$ cat src/pkg/dmc_defines.vh
// Purpose: constants for the dma descriptor pointer / channel mode block
// Assumes: 32-bit register port, byte addresses as printed
// Notes: included by rtl/dmc_top.v and rtl/dmc_fifo.v
// Function
// - pointer bit 0: descriptors in pci space
// - pointer bit 1: last descriptor in chain
// - pointer bit 2: interrupt at terminal count
// - pointer bit 3: 1 local-to-pci, 0 reverse
// - next descriptor address, low nibble zero
// - width 00 8-bit, 01 16-bit, else 32
// - mode bit 6 enables ready input, reset 1
// - mode bit 7 enables burst-terminate input
// - mode bit 8 allows local bursts
// - mode bit 9 scatter/gather, else block mode
// - done interrupt; waits for count clear
// - mode bit 11 holds local address constant
// - demand mode: move only on request, ack
// - demand words split on narrow buses
// - invalidate writes when line size 8/16
// - otherwise ordinary memory writes
// - mode bit 14 enables end-of-transfer input
// - slow terminate: burst-last or boundary stop
// - fast terminate: stop at once, no burst_in_progress_out
// - clear-count writes zero byte count, scatter/gather mode only
`ifndef DMC_DEFINES_VH
`define DMC_DEFINES_VH
// -----------------------------------------------------------
// register offsets and resets
// -----------------------------------------------------------
`define DMC_OFS_DPTR 8'h90
`define DMC_OFS_MODE 8'h94
`define DMC_DPTR_RST 32'h00000000
`define DMC_MODE_RST 32'h00000043
// -----------------------------------------------------------
// field positions
// -----------------------------------------------------------
`define DMC_DP_PCI 0
`define DMC_DP_EOC 1
`define DMC_DP_TCI 2
`define DMC_DP_DIR 3
`define DMC_MD_RDY 6
`define DMC_MD_BURST_TERMINATE_INPUT 7
`define DMC_MD_BURST 8
`define DMC_MD_SG 9
`define DMC_MD_DONE 10
`define DMC_MD_HOLD 11
`define DMC_MD_DEMAND 12
`define DMC_MD_MWI 13
`define DMC_MD_EOT 14
`define DMC_MD_FAST 15
`define DMC_MD_CLRCNT 16
`define DMC_MODE_MASK 32'h0001FFFF
`define DMC_DPTR_MASK 32'hFFFFFFFF
// -----------------------------------------------------------
// codes and sizes
// -----------------------------------------------------------
`define DMC_CLS_8 8'h08
`define DMC_CLS_16 8'h10
`define DMC_BOUNDARY_BYTES 5'h10
`define DMC_FIFO_DEPTH 16
`endif

$ cat src/rtl/dmc_fifo.v
// Purpose: word fifo between pci side and local side of the channel
// Assumes: one clock, synchronous active-low reset
// Notes: depth must be a power of two
`timescale 1ns/1ps
`include "dmc_defines.vh"
module dmc_fifo #(
   parameter WIDTH = 32,
   parameter DEPTH = `DMC_FIFO_DEPTH,
   parameter AW = 4
)(
   // clock and reset
   input wire clk_i,
   input wire nrst_i,
   // fill side
   input wire in_valid_i,
   output wire in_ready_o,
   input wire [WIDTH-1:0] in_data_i,
   // drain side
   output wire out_valid_o,
   input wire out_ready_i,
   output wire [WIDTH-1:0] out_data_o
);
   reg [WIDTH-1:0] mem [0:DEPTH-1]; // flip-flop storage
   reg [AW:0] wr_ptr; // extra bit tells full from empty
   reg [AW:0] rd_ptr;
   wire full = (wr_ptr[AW] != rd_ptr[AW]) && (wr_ptr[AW-1:0] == rd_ptr[AW-1:0]);
   wire empty = (wr_ptr == rd_ptr);
   wire push = in_valid_i && !full;
   wire pop = out_ready_i && !empty;
   assign in_ready_o = !full;
   assign out_valid_o = !empty;
   assign out_data_o = mem[rd_ptr[AW-1:0]];
   // pointer update
   always @(posedge clk_i)
   begin
      if (!nrst_i)
      begin
         wr_ptr <= {(AW+1){1'b0}};
         rd_ptr <= {(AW+1){1'b0}};
      end
      else
      begin
         if (push)
            wr_ptr <= wr_ptr + 1'b1;
         if (pop)
            rd_ptr <= rd_ptr + 1'b1;
      end
   end
   // storage write, no reset needed for data
   always @(posedge clk_i)
   begin
      if (push)
         mem[wr_ptr[AW-1:0]] <= in_data_i;
   end
endmodule // dmc_fifo

$ cat src/rtl/dmc_top.v
// Purpose: descriptor pointer, channel mode word and the local-side mover they steer
// Assumes: registers reached on a simple 32-bit register port; one clock
// Notes: pci side pushes words into the fifo; local side drains in lanes
`timescale 1ns/1ps
`include "dmc_defines.vh"
module dmc_top #(
   parameter CNT_W = 23
)(
   // clock and reset
   input wire clk_i,
   input wire nrst_i,
   // register port
   input wire reg_wr_i,
   input wire reg_rd_i,
   input wire [7:0] reg_addr_i,
   input wire [31:0] reg_wdata_i,
   output reg [31:0] reg_rdata_o,
   // channel control
   input wire start_i,
   input wire [CNT_W-1:0] byte_count_i,
   input wire [31:0] local_addr_i,
   input wire [7:0] cache_line_size_setting_i,
   input wire [1:0] personality_i,
   // pci side word stream
   input wire pci_valid_i,
   output reg pci_ready_o,
   input wire [31:0] pci_data_i,
   // local pins
   input wire local_ready_input_i,
   input wire burst_terminate_input_i,
   input wire chan1_transfer_request_i,
   input wire end_of_transfer_input_i,
   output reg chan1_transfer_ack_o,
   output reg burst_last_strobe_o,
   output reg burst_in_progress_out_o,
   output reg local_strobe_o,
   output reg [31:0] local_addr_o,
   output reg [7:0] local_data_o,
   output reg [1:0] local_lane_o,
   // status
   output reg busy_o,
   output reg done_irq_o,
   output reg tc_irq_o,
   output reg clear_count_o,
   output reg use_mwi_o,
   output reg [1:0] bus_bytes_o,
   output reg [27:0] next_desc_o,
   output reg desc_in_pci_o,
   output reg last_desc_o,
   output reg dir_to_pci_o
);
   // -----------------------------------------------------------
   // registers
   // -----------------------------------------------------------
   reg [31:0] dptr; // descriptor pointer
   reg [31:0] mode; // channel mode
   reg [2:0] rdy_s; // ready pin synchroniser
   reg [2:0] bt_s; // burst-terminate synchroniser
   reg [2:0] req_s; // request synchroniser
   reg [2:0] eot_s; // end-of-transfer synchroniser
   reg rdy_f, bt_f, req_f, eot_f; // filtered pin levels
   // register writes and reads
   always @(posedge clk_i)
   begin
      if (!nrst_i)
      begin
         dptr <= `DMC_DPTR_RST;
         mode <= `DMC_MODE_RST;
      end
      else if (reg_wr_i)
      begin
         if (reg_addr_i == `DMC_OFS_DPTR)
            dptr <= {reg_wdata_i[31:4], reg_wdata_i[3:0]};
         else if (reg_addr_i == `DMC_OFS_MODE)
            mode <= reg_wdata_i & `DMC_MODE_MASK;
      end
   end
   // read mux; unmapped reads zero
   always @(posedge clk_i)
   begin
      if (!nrst_i)
         reg_rdata_o <= 32'h00000000;
      else if (reg_rd_i && reg_addr_i == `DMC_OFS_DPTR)
         reg_rdata_o <= dptr;
      else if (reg_rd_i && reg_addr_i == `DMC_OFS_MODE)
         reg_rdata_o <= mode;
      else
         reg_rdata_o <= 32'h00000000;
   end
   // -----------------------------------------------------------
   // pin synchronisers: change accepted when stages 2 and 3 agree
   // -----------------------------------------------------------
   always @(posedge clk_i)
   begin
      if (!nrst_i)
      begin
         rdy_s <= 3'h7;
         bt_s <= 3'h7;
         req_s <= 3'h7;
         eot_s <= 3'h7;
         rdy_f <= 1'b1;
         bt_f <= 1'b1;
         req_f <= 1'b1;
         eot_f <= 1'b1;
      end
      else
      begin
         rdy_s <= {rdy_s[1:0], local_ready_input_i};
         bt_s <= {bt_s[1:0], burst_terminate_input_i};
         req_s <= {req_s[1:0], chan1_transfer_request_i};
         eot_s <= {eot_s[1:0], end_of_transfer_input_i};
         if (rdy_s[1] == rdy_s[2])
            rdy_f <= rdy_s[2];
         if (bt_s[1] == bt_s[2])
            bt_f <= bt_s[2];
         if (req_s[1] == req_s[2])
            req_f <= req_s[2];
         if (eot_s[1] == eot_s[2])
            eot_f <= eot_s[2];
      end
   end
   // -----------------------------------------------------------
   // decoded mode (pins are active low)
   // -----------------------------------------------------------
   wire [1:0] width_code = mode[1:0];
   wire [1:0] nbytes_m1 = (width_code == 2'h0) ? 2'h0 :
      (width_code == 2'h1) ? 2'h1 : 2'h3;
   // beats per fifo word, minus one: a narrow bus needs several beats per word
   wire [1:0] beats_m1 = (width_code == 2'h0) ? 2'h3 :
      (width_code == 2'h1) ? 2'h1 : 2'h0;
   wire rdy_ok = !mode[`DMC_MD_RDY] || !rdy_f;
   wire burst_terminate_input = mode[`DMC_MD_BURST_TERMINATE_INPUT] && !bt_f;
   wire demand = mode[`DMC_MD_DEMAND];
   wire req_on = !demand || !req_f;
   wire eot = mode[`DMC_MD_EOT] && !eot_f;
   wire fast = mode[`DMC_MD_FAST];
   wire native = (personality_i == 2'h2); // processor-native personality
   wire cls_ok = (cache_line_size_setting_i == `DMC_CLS_8) ||
      (cache_line_size_setting_i == `DMC_CLS_16);
   // -----------------------------------------------------------
   // fifo between pci side and local side
   // -----------------------------------------------------------
   wire f_in_ready;
   wire f_out_valid;
   wire [31:0] f_out_data;
   reg f_pop;
   dmc_fifo #(.WIDTH(32), .DEPTH(`DMC_FIFO_DEPTH), .AW(4)) u_fifo (
      .clk_i(clk_i),
      .nrst_i(nrst_i),
      .in_valid_i(pci_valid_i && pci_ready_o),
      .in_ready_o(f_in_ready),
      .in_data_i(pci_data_i),
      .out_valid_o(f_out_valid),
      .out_ready_i(f_pop),
      .out_data_o(f_out_data)
   );
   // -----------------------------------------------------------
   // local mover state machine
   // -----------------------------------------------------------
   localparam ST_IDLE = 2'h0;
   localparam ST_XFER = 2'h1;
   localparam ST_STOP = 2'h2;
   localparam ST_DONE = 2'h3; // done pulse held back for the count clear
   reg [1:0] state;
   reg [1:0] lane; // byte lane within current word
   reg [CNT_W-1:0] remain; // bytes left
   wire beat = (state == ST_XFER) && f_out_valid && req_on && rdy_ok;
   reg [31:0] cur_addr; // address of the next beat; the pins show the current one
   wire word_end = (lane == beats_m1);
   // byte of the word carried on the low lane in this beat
   wire [1:0] byte_ofs = (width_code == 2'h0) ? lane :
      (width_code == 2'h1) ? {lane[0], 1'b0} : 2'h0;
   wire last_beat = beat && word_end && (remain <= 23'h000004);
   wire [31:0] addr_step = {29'h00000000, nbytes_m1 + 3'h1};
   wire at_boundary = (cur_addr[3:0] + {2'h0, nbytes_m1}) == 4'hF;
   // fifo pop when a whole word has gone out
   always @*
   begin
      f_pop = beat && word_end;
   end
   // sequencing and pin drive
   always @(posedge clk_i)
   begin
      if (!nrst_i)
      begin
         state <= ST_IDLE;
         lane <= 2'h0;
         remain <= {CNT_W{1'b0}};
         busy_o <= 1'b0;
         local_strobe_o <= 1'b0;
         local_addr_o <= 32'h00000000;
         cur_addr <= 32'h00000000;
         local_data_o <= 8'h00;
         local_lane_o <= 2'h0;
         chan1_transfer_ack_o <= 1'b1;
         burst_last_strobe_o <= 1'b1;
         burst_in_progress_out_o <= 1'b1;
         done_irq_o <= 1'b0;
         tc_irq_o <= 1'b0;
         clear_count_o <= 1'b0;
      end
      else
      begin
         local_strobe_o <= 1'b0;
         chan1_transfer_ack_o <= 1'b1;
         burst_last_strobe_o <= 1'b1;
         done_irq_o <= 1'b0;
         tc_irq_o <= 1'b0;
         clear_count_o <= 1'b0;
         case (state)
            ST_IDLE:
            begin
               burst_in_progress_out_o <= 1'b1;
               if (start_i)
               begin
                  state <= ST_XFER;
                  busy_o <= 1'b1;
                  remain <= byte_count_i;
                  lane <= 2'h0;
                  cur_addr <= local_addr_i;
               end
            end
            ST_XFER:
            begin
               // fast terminate: stop at once on end-of-transfer
               if (eot && fast)
                  state <= ST_STOP;
               else if ((eot || burst_terminate_input) && !fast && native && at_boundary)
                  state <= ST_STOP;
               else if (beat)
               begin
                  local_strobe_o <= 1'b1;
                  local_lane_o <= lane;
                  local_data_o <= f_out_data[8*byte_ofs +: 8];
                  local_addr_o <= cur_addr;
                  chan1_transfer_ack_o <= !demand;
                  // bursting held off unless enabled with fast terminate off; single beats otherwise
                  burst_in_progress_out_o <= !(mode[`DMC_MD_BURST] && !fast);
                  if (!mode[`DMC_MD_HOLD])
                     cur_addr <= cur_addr + addr_step;
                  lane <= word_end ? 2'h0 : lane + 2'h1;
                  if (word_end)
                     remain <= (remain > 23'h000004) ? remain - 23'h000004 : {CNT_W{1'b0}};
                  // burst-last, outside native personality, on final beat, on every beat when bursts are off, or slow-terminate request
                  if (last_beat || !mode[`DMC_MD_BURST] || (!fast && (eot || burst_terminate_input)))
                     burst_last_strobe_o <= native;
                  if (last_beat || (!fast && !native && (eot || burst_terminate_input)))
                     state <= ST_STOP;
               end
            end
            ST_STOP:
            begin
               state <= ST_IDLE;
               busy_o <= 1'b0;
               burst_in_progress_out_o <= 1'b1;
               clear_count_o <= mode[`DMC_MD_CLRCNT] && mode[`DMC_MD_SG];
               tc_irq_o <= dptr[`DMC_DP_TCI];
               // with clear-count in scatter/gather mode the done interrupt waits one cycle for the clear
               if (!(mode[`DMC_MD_CLRCNT] && mode[`DMC_MD_SG]))
                  done_irq_o <= mode[`DMC_MD_DONE];
               else
                  state <= ST_DONE;
            end
            ST_DONE:
            begin
               state <= ST_IDLE;
               done_irq_o <= mode[`DMC_MD_DONE];
            end
            default:
               state <= ST_IDLE;
         endcase
      end
   end
   // -----------------------------------------------------------
   // registered decode outputs
   // -----------------------------------------------------------
   always @(posedge clk_i)
   begin
      if (!nrst_i)
      begin
         pci_ready_o <= 1'b0;
         use_mwi_o <= 1'b0;
         bus_bytes_o <= 2'h0;
         next_desc_o <= 28'h0000000;
         desc_in_pci_o <= 1'b0;
         last_desc_o <= 1'b0;
         dir_to_pci_o <= 1'b0;
      end
      else
      begin
         // back-pressure from the local side reaches the pci source; being registered,
         // ready is offered every other cycle so the full flag catches up with each push
         pci_ready_o <= f_in_ready && busy_o && !pci_ready_o;
         use_mwi_o <= mode[`DMC_MD_MWI] && cls_ok;
         bus_bytes_o <= nbytes_m1;
         next_desc_o <= dptr[31:4];
         desc_in_pci_o <= dptr[`DMC_DP_PCI];
         last_desc_o <= dptr[`DMC_DP_EOC] || !mode[`DMC_MD_SG];
         dir_to_pci_o <= dptr[`DMC_DP_DIR];
      end
   end
endmodule // dmc_top

$ cat config.mk
export PLATFORM = sky130hd
export DESIGN_NAME = dmc_top
export DESIGN_NICKNAME = d
export VERILOG_FILES = /design/src/rtl/dmc_fifo.v /design/src/rtl/dmc_top.v
export VERILOG_INCLUDE_DIRS = /design/src /design/src/pkg
export SDC_FILE = /design/constraint.sdc
export NUM_CORES = 1
export LEC_CHECK = 0
export ABC_AREA = 1
export BUFFER_PORTS_ARGS = -buffer_cell sky130_fd_sc_hd__buf_2
export CAP_MARGIN = 20
export CORE_ASPECT_RATIO = 1.25
export CORE_UTILIZATION = 30
export DETAILED_ROUTE_END_ITERATION = 10
export PLACE_DENSITY = 0.47
export SYNTH_ARGS = -nofsm -noshare
export SYNTH_HDL_FRONTEND = slang
export SYNTH_SLANG_ARGS = --single-unit
$ cat constraint.sdc
create_clock -name clk_i -period 4.5 [get_ports clk_i]
set_clock_uncertainty 0.15 [all_clocks]
set_input_delay 0.225 -clock clk_i [delete_from_list [all_inputs] [get_ports clk_i]]
set_output_delay 0.225 -clock clk_i [all_outputs]
set_load 0.01 [all_outputs]
# == Word level (Yosys, flattened, before mapping) ==
# Memory sizes are Yosys's and may differ from the RTL's. A register that Yosys moved wholly into a read port is not among the register bits.
# Index checks and enable logic that the tools add are counted.
# totals
reg_bits,251
ram_bits,512
inputBits,147
output_inout_bits,117
wordCells,191
mem_count,1
# memory_table
name,words,width,read_ports,rd_clocked_by_memory_dff,write_ports,line,text
u_fifo.mem,16,32,1,1,1,dmc_fifo.v:23,reg [WIDTH-1:0] mem [0:DEPTH-1];
# classes
add_sub_neg,7
order_cmp,2
n_eq_ne,26
shifts,1
n_mux,47
bitwise_logic,7
reduce_logical,65
# ops
op,count
$mux W32,6
$mux W23,6
$pmux W32 S2,1
$pmux W23 S2,1
$add A32 B3 Y32,1
$mux W2,16
$shiftx A32 B6 Y8,1
$logic_and A1 B1 Y1,24
$gt A23 B3 Y1 const B,1
$le A23 B3 Y1 const B,1
$sub A23 B3 Y23 const B,1
$mux W17,1
$eq A8 B8 Y1 const B,2
$logic_not A1 Y1,14
$ne A2 B2 Y1 const B,6
$reduce_and A6 Y1,2
$add A5 B1 Y5 const B,2
$mux W1,9
$eq A8 B4 Y1 const B,1
$eq A8 B5 Y1 const B,1
$logic_or A1 B1 Y1,8
$mux W4,2
$pmux W2 S4,1
$reduce_and A4 Y1,2
other kinds (25),45

# == Longest topological paths before layout ==
# Gate-level depths: netlist (run 1).
# logic_depth
word_depth,13
depth_mapped,16
depth_no_buf,15

# == Modules after synthesis ==
# From an unflattened synthesis (run 1), not the netlist that was laid out.
# unflattened
cells_unflattened,3279
hier_area_um2,32287.2
# by_module_without_submodules
module,n_inst,cells_each,area_each_um2,seq_area_each_um2
dmc_fifo,1,1741,21680.8,15655.0
dmc_top,1,1538,10606.4,4824.6

# == Worst setup path before layout (run 1) ==
# Ideal clock, no wire load.
# synth_timing
kind,register -> register
start,register u_fifo.wr_ptr[3]
end,"memory u_fifo.mem[11][0], enable pin"
setup_time_ns,0.421
t_arrival_ns,2.487
required_ns,3.929
setup_slack_ns,1.442
path_stages_with_launch,8
n_path_buf,0
period_less_slack_ns,3.058
path_cell_list,dfxtp_1 > xor2_1 > nor2_1 > nand3b_1 > nand3_1 > inv_1 > nand3_1 > nor2_1
# synth_between
elab_chain_len,6
# synth_lines
item,line,text
from (decl),dmc_fifo.v:24,reg [AW:0] wr_ptr;
from (signal assigned),dmc_fifo.v:38,wr_ptr <= {(AW+1){1'b0}};
from (signal assigned),dmc_fifo.v:44,wr_ptr <= wr_ptr + 1'b1;
$eq A4 B4 Y1,dmc_fifo.v:26,wire full = (wr_ptr[AW] != rd_ptr[AW]) && (wr_ptr[AW-1:0] == rd_ptr[AW-1:0]);
$logic_and A1 B1 Y1,dmc_fifo.v:26,
$logic_not A1 Y1,dmc_fifo.v:28,wire push = in_valid_i && !full;
$logic_and A1 B1 Y1,dmc_fifo.v:28,
$mux W1,dmc_fifo.v:52,if (push)
$mux W1 (not written as such),dmc_fifo.v:53,mem[wr_ptr[AW-1:0]] <= in_data_i;
to (decl),dmc_fifo.v:23,
# Several ways; a longest one is shown, not always the timed one.

# == Worst setup path in the final report (run 1) ==
# layout_timing
start,register mode[1]
end,register burst_last_strobe_o
# layout_between
word_cells_on_any_way,16
classes_between,1 x add/sub; 3 x eq/ne; 4 x mux; 1 x bitwise; 7 x reduce/logical
# layout_lines
item,line,text
from (decl),dmc_top.v:56,reg [31:0] mode;
from (signal assigned),dmc_top.v:68,mode <= `DMC_MODE_RST;
from (signal assigned),dmc_top.v:75,mode <= reg_wdata_i & `DMC_MODE_MASK;
$logic_not A2 Y1,dmc_top.v:126,wire [1:0] nbytes_m1 = (width_code == 2'h0) ? 2'h0 :
$mux W2,dmc_top.v:126,
via nbytes_m1[0],dmc_top.v:126,
$add A4 B2 Y4,dmc_top.v:175,"wire at_boundary = (cur_addr[3:0] + {2'h0, nbytes_m1}) == 4'hF;"
$eq A4 B4 Y1,dmc_top.v:175,
$logic_and A1 B1 Y1,dmc_top.v:228,else if ((eot || burst_terminate_input) && !fast && native && at_boundary)
$reduce_or A6 Y1 (no source line),n/a,
to (signal assigned),dmc_top.v:246,burst_last_strobe_o <= native;
to (decl),dmc_top.v:34,"output reg burst_last_strobe_o,"
# The timed path passes the listed nets, and every way through them passes these cells.
# A chain may end at the register's enable or synchronous reset.

==> results of run 1 <==
registers in the layout, summed over array words and instances (netlist names), 3 cells and up, named ones only:
name and flops:
mode 17, eot_s 3, local_addr_o 32, cur_addr 32, remain 23, next_desc_o 28
u_fifo.wr_ptr 5, dptr 32, local_data_o 8, req_s 3, bt_s 3, reg_rdata_o 32
u_fifo.mem 512, rdy_s 3, u_fifo.rd_ptr 5
critical path, stage by stage (launching register included):
cell	delay [ps]
dfxtp_1	420
nor2_4	200
inv_1	70
ha_1	200
fa_1	440
nand2_1	70
nor2_1	40
nand2_1	70
nor2_1	50
nand2_1	60
nand2_1	100
nor2_4	500
inv_2	380
nor2_1	270
nand3_1	110
final cells by class:
type | instances | area [um2]
Clock inverter | 38 | 322
Timing Repair Buffer | 466 | 3390
Sequential cell | 767 | 20500
Inverter | 147 | 562
Multi-Input combinational cell | 2207 | 9900
Clock buffer | 110 | 2270
Fill cell | 10500 | 65400
Tap cell | 1340 | 1680
Antenna cell | 4 | 10.0
layer usage:
| metal | up-vias | track usage (%) |
|---|---|---|
| li1 | 11800 | - |
| met1 | 11300 | 21.7 |
| met2 | 491 | 30.6 |
| met3 | 141 | 4.29 |
| met4 | 8 | 5.65 |
| met5 | - | 0 |
cell families after synthesis:
group,Yosys count,synth area share (%)
xor gates and xnor gates,33,0.914
adders and majority gates,12,0.523
and+or+nand+nor,1943,25.8
DFF,767,64.8
buffers and inverters,327,4.26
AOI/OAI and AO/OA,219,3.66
through the flow:
step                      power [mW]  setup WS, ps  hold WS [ps]
final                           15.5          1240          38.0
after global routing            16.1           924          40.6
after CTS                       15.7          1160         0.661
after detailed placement        8.95          1170           251
after global placement          8.94          1260           245
after floorplan                 8.58          1440           174
placed cells by master, fill, tap and decap left out, drive strengths merged:
cell type	count
a211oi	2
a21oi	58
a22oi	1
and3	1
buf	311
bufinv	3
clkbuf	110
clkinv	31
clkinvlp	4
dfxtp	255
diode	4
dlygate4sd3	155
edfxtp	512
fa	2
ha	10
inv	147
nand2	1008
nand3	518
nand3b	8
nand4	4
nor2	331
nor3	41
nor3b	1
nor4	2
o211ai	1
o21ai	146
o22ai	6
o31ai	2
o32ai	3
or2	29
xnor2	7
xor2	26
final timing paths:
check / start / to / slack, ps / cells after the start
max: mode[1] / burst_last_strobe_o / 1240 / 14
min: reg_addr_i[3] / mode[0] / 40 / 6
max reg2reg: mode[1] / burst_last_strobe_o / 1240 / 14
min reg2reg: req_s[0] / req_s[1] / 250 / 1
what timing repair did:
item | in CTS | in global routing
hold buffers | 155 | 0
hold endpoints to repair | 665 | 0
buffers inserted | 0 | 0
power by group through the flow:
stage	clock network (mW)	registers (mW)	logic, mW
after floorplan	0	7.87	0.708
after global placement	0	7.92	1.03
after detailed placement	0	7.92	1.03
after CTS	6.77	7.76	1.14
after global routing	7.02	7.78	1.28
final	6.60	7.77	1.12
==> flow_summary.toml, run 1 <==
[logic_synthesis]
synth.largest_area_cell = "edfxtp_1"
avgSynthCellArea_um2 = 9.57
yosys.area.top_type_share_pct = 48.6
yosys.cell_types.count = 41
synthTopCellsByCount = "nand2_1, nand3_1, edfxtp_1"
yosys_warnings = 0
netlist_instances = 3301
synth_edf_count = 512
yosysMostFrequentCell = "nand2_1"
ys_seq_elements = 767
syn_area_um2 = 31600
synthArstFlopShare_pct = 0
synth.net_count = 3460
seq_area_frac_synth_pct = 64.8
synthTopCellsByArea = "edfxtp_1, dfxtp_1, nand2_1"
synthFlopType = "edfxtp_1"

[timing]
slew-limit-headroom_pct = 29.1
rsz0062_at_grt = "no"
min_period_ps = 3260
slew_viol_final = 0
fmax_ghz = 0.306
finalHoldViolations = 0
tightest_slew_ps = 1060
finalSetupViolCount = 0
setup_tns_ps = 0
fin_crit_sh_pct = 72.5

[setup_path]
critPathRequiredTime_ps = 4900
worstSetupPathType = "reg -> reg"
cp-start-kind = "flop"
crit_fanout = 23
cp-end-kind = "flop"
cp.arrival_ps = 3660

[power]
sw_frac_of_total_pct = 24.1
internal_power_mw = 11.8
p_seq_share_pct = 50.1
leakagePower_nw = 15.3
power_density_nw_per_um2 = 401
vdd_drop_max_uv = 327
pwr-share-comb_pct = 7.2
clkPwrFrac_pct = 42.6
p_sw_mw = 3.73

[clock_tree]
cts-buffers-inserted = 81
path_clk_slew_ps = 60
post_cts_resized = 0
clock_latency_ps = 670
root_buffer = "clkbuf_16"
cts_buffer_depth = 3
cts_htree_levels = 3
cts_tree = "yes"
clkSinkCount = 767

[final_layout]
syn_to_final_growth_pct = 22.2
drive_above_1_share_pct = 13.5
instances_no_fill = 5079
final_util_pct = 37.1
fin_nets = 3829
fin_area_um2 = 38600

[placement]
place.gp.congestion = 0.820
place_inst = 4772
dp_hpwl_um = 57000
dpl_cell_area_um2 = 34500
io_buffers = 263

[global_route]
grt_max_degree = 180
grt.total_usage_pct = 17.7
grt_pass1_wl_um = 144000
grt_pass1_vias = 23600
antenna_found_initial = 6
grt.overflow.total = 0

[route]
drtIter0Drc = 1366
drt_wl_total_um = 95600
ant_nets = 0
firstDrtPassIters = 5
wl_met1_um = 41100
wl_per_cell_um = 18.8
wl_met3_um = 5380
viasPerCell = 4.67
drc = 0
highest_layer = "met5"
wl_met2_um = 46600
num_vias = 23700

[worst_hold_path]
hold_path_class = "in -> reg"

[die]
die_w_um = 292
dieArea_um2 = 107000
initial_utilization_pct = 30.4
core_area_um2 = 104000
ios = 264
die_y_um = 365
rows = 132

[flow_run]
cap_violations = 0

[run_status]
status = "completed"
Power figures use the tool's default switching activity.
==> run 2, diff against run 1 <==
Settings changed: PLACE_DENSITY 0.47 to 0.48.
Clock period 4.5 ns to 2.9 ns, I/O delays scaled along.
==> run 2 against run 1 <==
  * The flow now finishes with violations (negative hold slack)
  * Final area is 1.6% higher
  * Critical endpoint is now dptr[31]
  * Count of clock-buffer cells in the layout increased by 2
  * Global-route usage is 0.33 points higher
  * Cell count rose by 0.51%
  * Largest power group unchanged
==> flow_summary.toml, run 2 (synthesized netlist as in run 1, its figures left out) <==
[route]
firstDrtPassIters = 5
drc = 0
wl_met1_um = 42400
wl_met3_um = 5450
wl_per_cell_um = 19.3
drtIter0Drc = 1563
highest_layer = "met5"
viasPerCell = 4.71
wl_met2_um = 47900
ant_nets = 0
num_vias = 24100
drt_wl_total_um = 98300

[clock_tree]
cts_buffer_depth = 3
path_clk_slew_ps = 60
clkSinkCount = 767
cts_tree = "yes"
cts_htree_levels = 3
cts-buffers-inserted = 80
root_buffer = "clkbuf_16"
clock_latency_ps = 620

[setup_path]
cpMostUsedCell = "dlygate4sd3_1"
crit_cells = 10
critical-path-max-stage-delay_ps = 580
crit_buf_inv = 6
reg2reg_from = "mode[0]"
path_cells = "dlygate4sd3_1 > buf_2 > nor2_2 > dlygate4sd3_1 > nand4_1 > buf_12 > nor3_1 > dlygate4sd3_1 > nor2_1 > dlygate4sd3_1"
worstSetupStartpoint = "reg_addr_i[0]"
r2r_slack_ps = 190
cp-end-kind = "flop"
worstSetupPathType = "in -> reg"
rr_worst_depth = 15
crit_fanout = 20
endpoint = "dptr[31]"
critPathRequiredTime_ps = 3290
cp-start-kind = "input pin"
cpLargestDelayFamily = "buffers and inverters"
r2r_end = "lane[1]"
cp.arrival_ps = 3180
crit_slowest_cell = "dlygate4sd3_1"

[timing]
finalHoldViolations = 1
holdWs_ps = -0.0686
fmax_ghz = 0.358
slew-limit-headroom_pct = 52.2
finalSetupViolCount = 0
finalWorstSetupSlack_ps = 109
fin_crit_sh_pct = 96.2
min_period_ps = 2790
tightest_slew_ps = 716
slew_viol_final = 0

[run_status]
violations = "negative hold slack"
status = "complete, but fails checks"

[worst_hold_path]
hold_path_class = "in -> reg"

[final_layout]
final_common_cell = "nand2_1"
final_cell_mix = "nand2_1, nand3_1, edfxtp_1"
fin_nets = 3862
syn_to_final_growth_pct = 24.2
drive_above_1_share_pct = 14.2
instances_no_fill = 5105
fin_area_um2 = 39200
largest_register_ffs = 512

[power]
p_seq_share_pct = 49.7
vdd_drop_max_uv = 436
pwr-share-comb_pct = 7.6
internal_power_mw = 18.5
power_density_nw_per_um2 = 617
sw_frac_of_total_pct = 23.6
clkPwrFrac_pct = 42.7
p_total_mw = 24.2
leakagePower_nw = 15.6
p_sw_mw = 5.71

[die]
core_area_um2 = 104000
die_y_um = 365
ios = 264
rows = 132
die_w_um = 292
initial_utilization_pct = 30.4
dieArea_um2 = 107000

[global_route]
grt_max_degree = 102
grt_pass1_wl_um = 147000
grt.total_usage_pct = 18.1
grt.overflow.total = 0
antenna_found_initial = 7
grt_pass1_vias = 23500

[placement]
io_buffers = 263
dpl_worst_slack_ps = -77.0
dpl_cell_area_um2 = 35000
place.gp.congestion = 0.805
place_inst = 4799
dp_hpwl_um = 57900

[flow_run]
cap_violations = 0
## run 2: changes by cell type in the layout (fill, tap and decap cells not counted), moves of 3 or more
cell        before  now
clkinvlp_4       4    0
bufinv_16        3    6
nor2_2           3    6
clkbuf_1        17   20
buf_4           36   41
clkbuf_8         9   12
clkinv_2        18    9
buf_12          13   38
inv_4            1    4
clkinv_1        10    6
## run 2: worst min-delay path: stages
cell     delay, ps
buf_2           70
inv_1           50
nand4_1        170
buf_12         200
nor3_1          60
nor2_1          70
## run 2: area by class of cell
class                           count  area [um2]
Clock inverter                     30         365
Multi-Input combinational cell   2209        9930
Clock buffer                      112        2240
Fill cell                       10500       64800
Tap cell                         1340        1680
Sequential cell                   767       20500
Inverter                          147         563
Timing Repair Buffer              498        3970
Antenna cell                        2        5.00
## run 2: worst min-delay path by stage
stage | cells after the start | end | slack, ps | start
final | 6 | dptr[27] | -0.07 | reg_addr_i[3]
after global routing | 6 | dptr[15] | 40 | reg_addr_i[3]
after CTS | 4 | dptr[19] | 60 | reg_wdata_i[19]
after detailed placement | 2 | eot_s[0] | 190 | end_of_transfer_input_i
after global placement | 2 | rdy_s[0] | 190 | local_ready_input_i
after floorplan | 0 | u_fifo.mem[0][0] | 90 | pci_data_i[0]
## run 2: per-stage QoR
step | TNS (ps) | util (%)
after floorplan | -65560 | -
after detailed placement | -816 | 33.6
after global routing | -1.35 | 37.7
after CTS | 0 | 37.6
after global placement | -24.4 | 33.6
final | 0 | 37.7
## run 2: repair_timing
item | in CTS | in global routing
setup buffers | 2 | 2
endpoints found under the hold margin | 657 | 0
cloned | 1 | 2
resized for setup | 0 | 10
pin swaps | 1 | 1
hold buffers | 155 | 0
setup endpoints to repair | 23 | 47
## run 2: routing by layer
metal  up-vias  track usage (%)
met2       592             30.9
li1      11900                -
met4        10             5.57
met3       144             3.79
met5         -                0
met1     11400             22.8
## run 2: power by group through the flow
| stage | clock, mW | sequential [mW] | combinational [mW] |
|---|---|---|---|
| after floorplan | 0 | 12.2 | 1.10 |
| after global placement | 0 | 12.3 | 1.65 |
| after detailed placement | 0 | 12.3 | 1.66 |
| after CTS | 10.6 | 12.0 | 1.83 |
| after global routing | 11.0 | 12.1 | 2.08 |
| final | 10.3 | 12.0 | 1.84 |
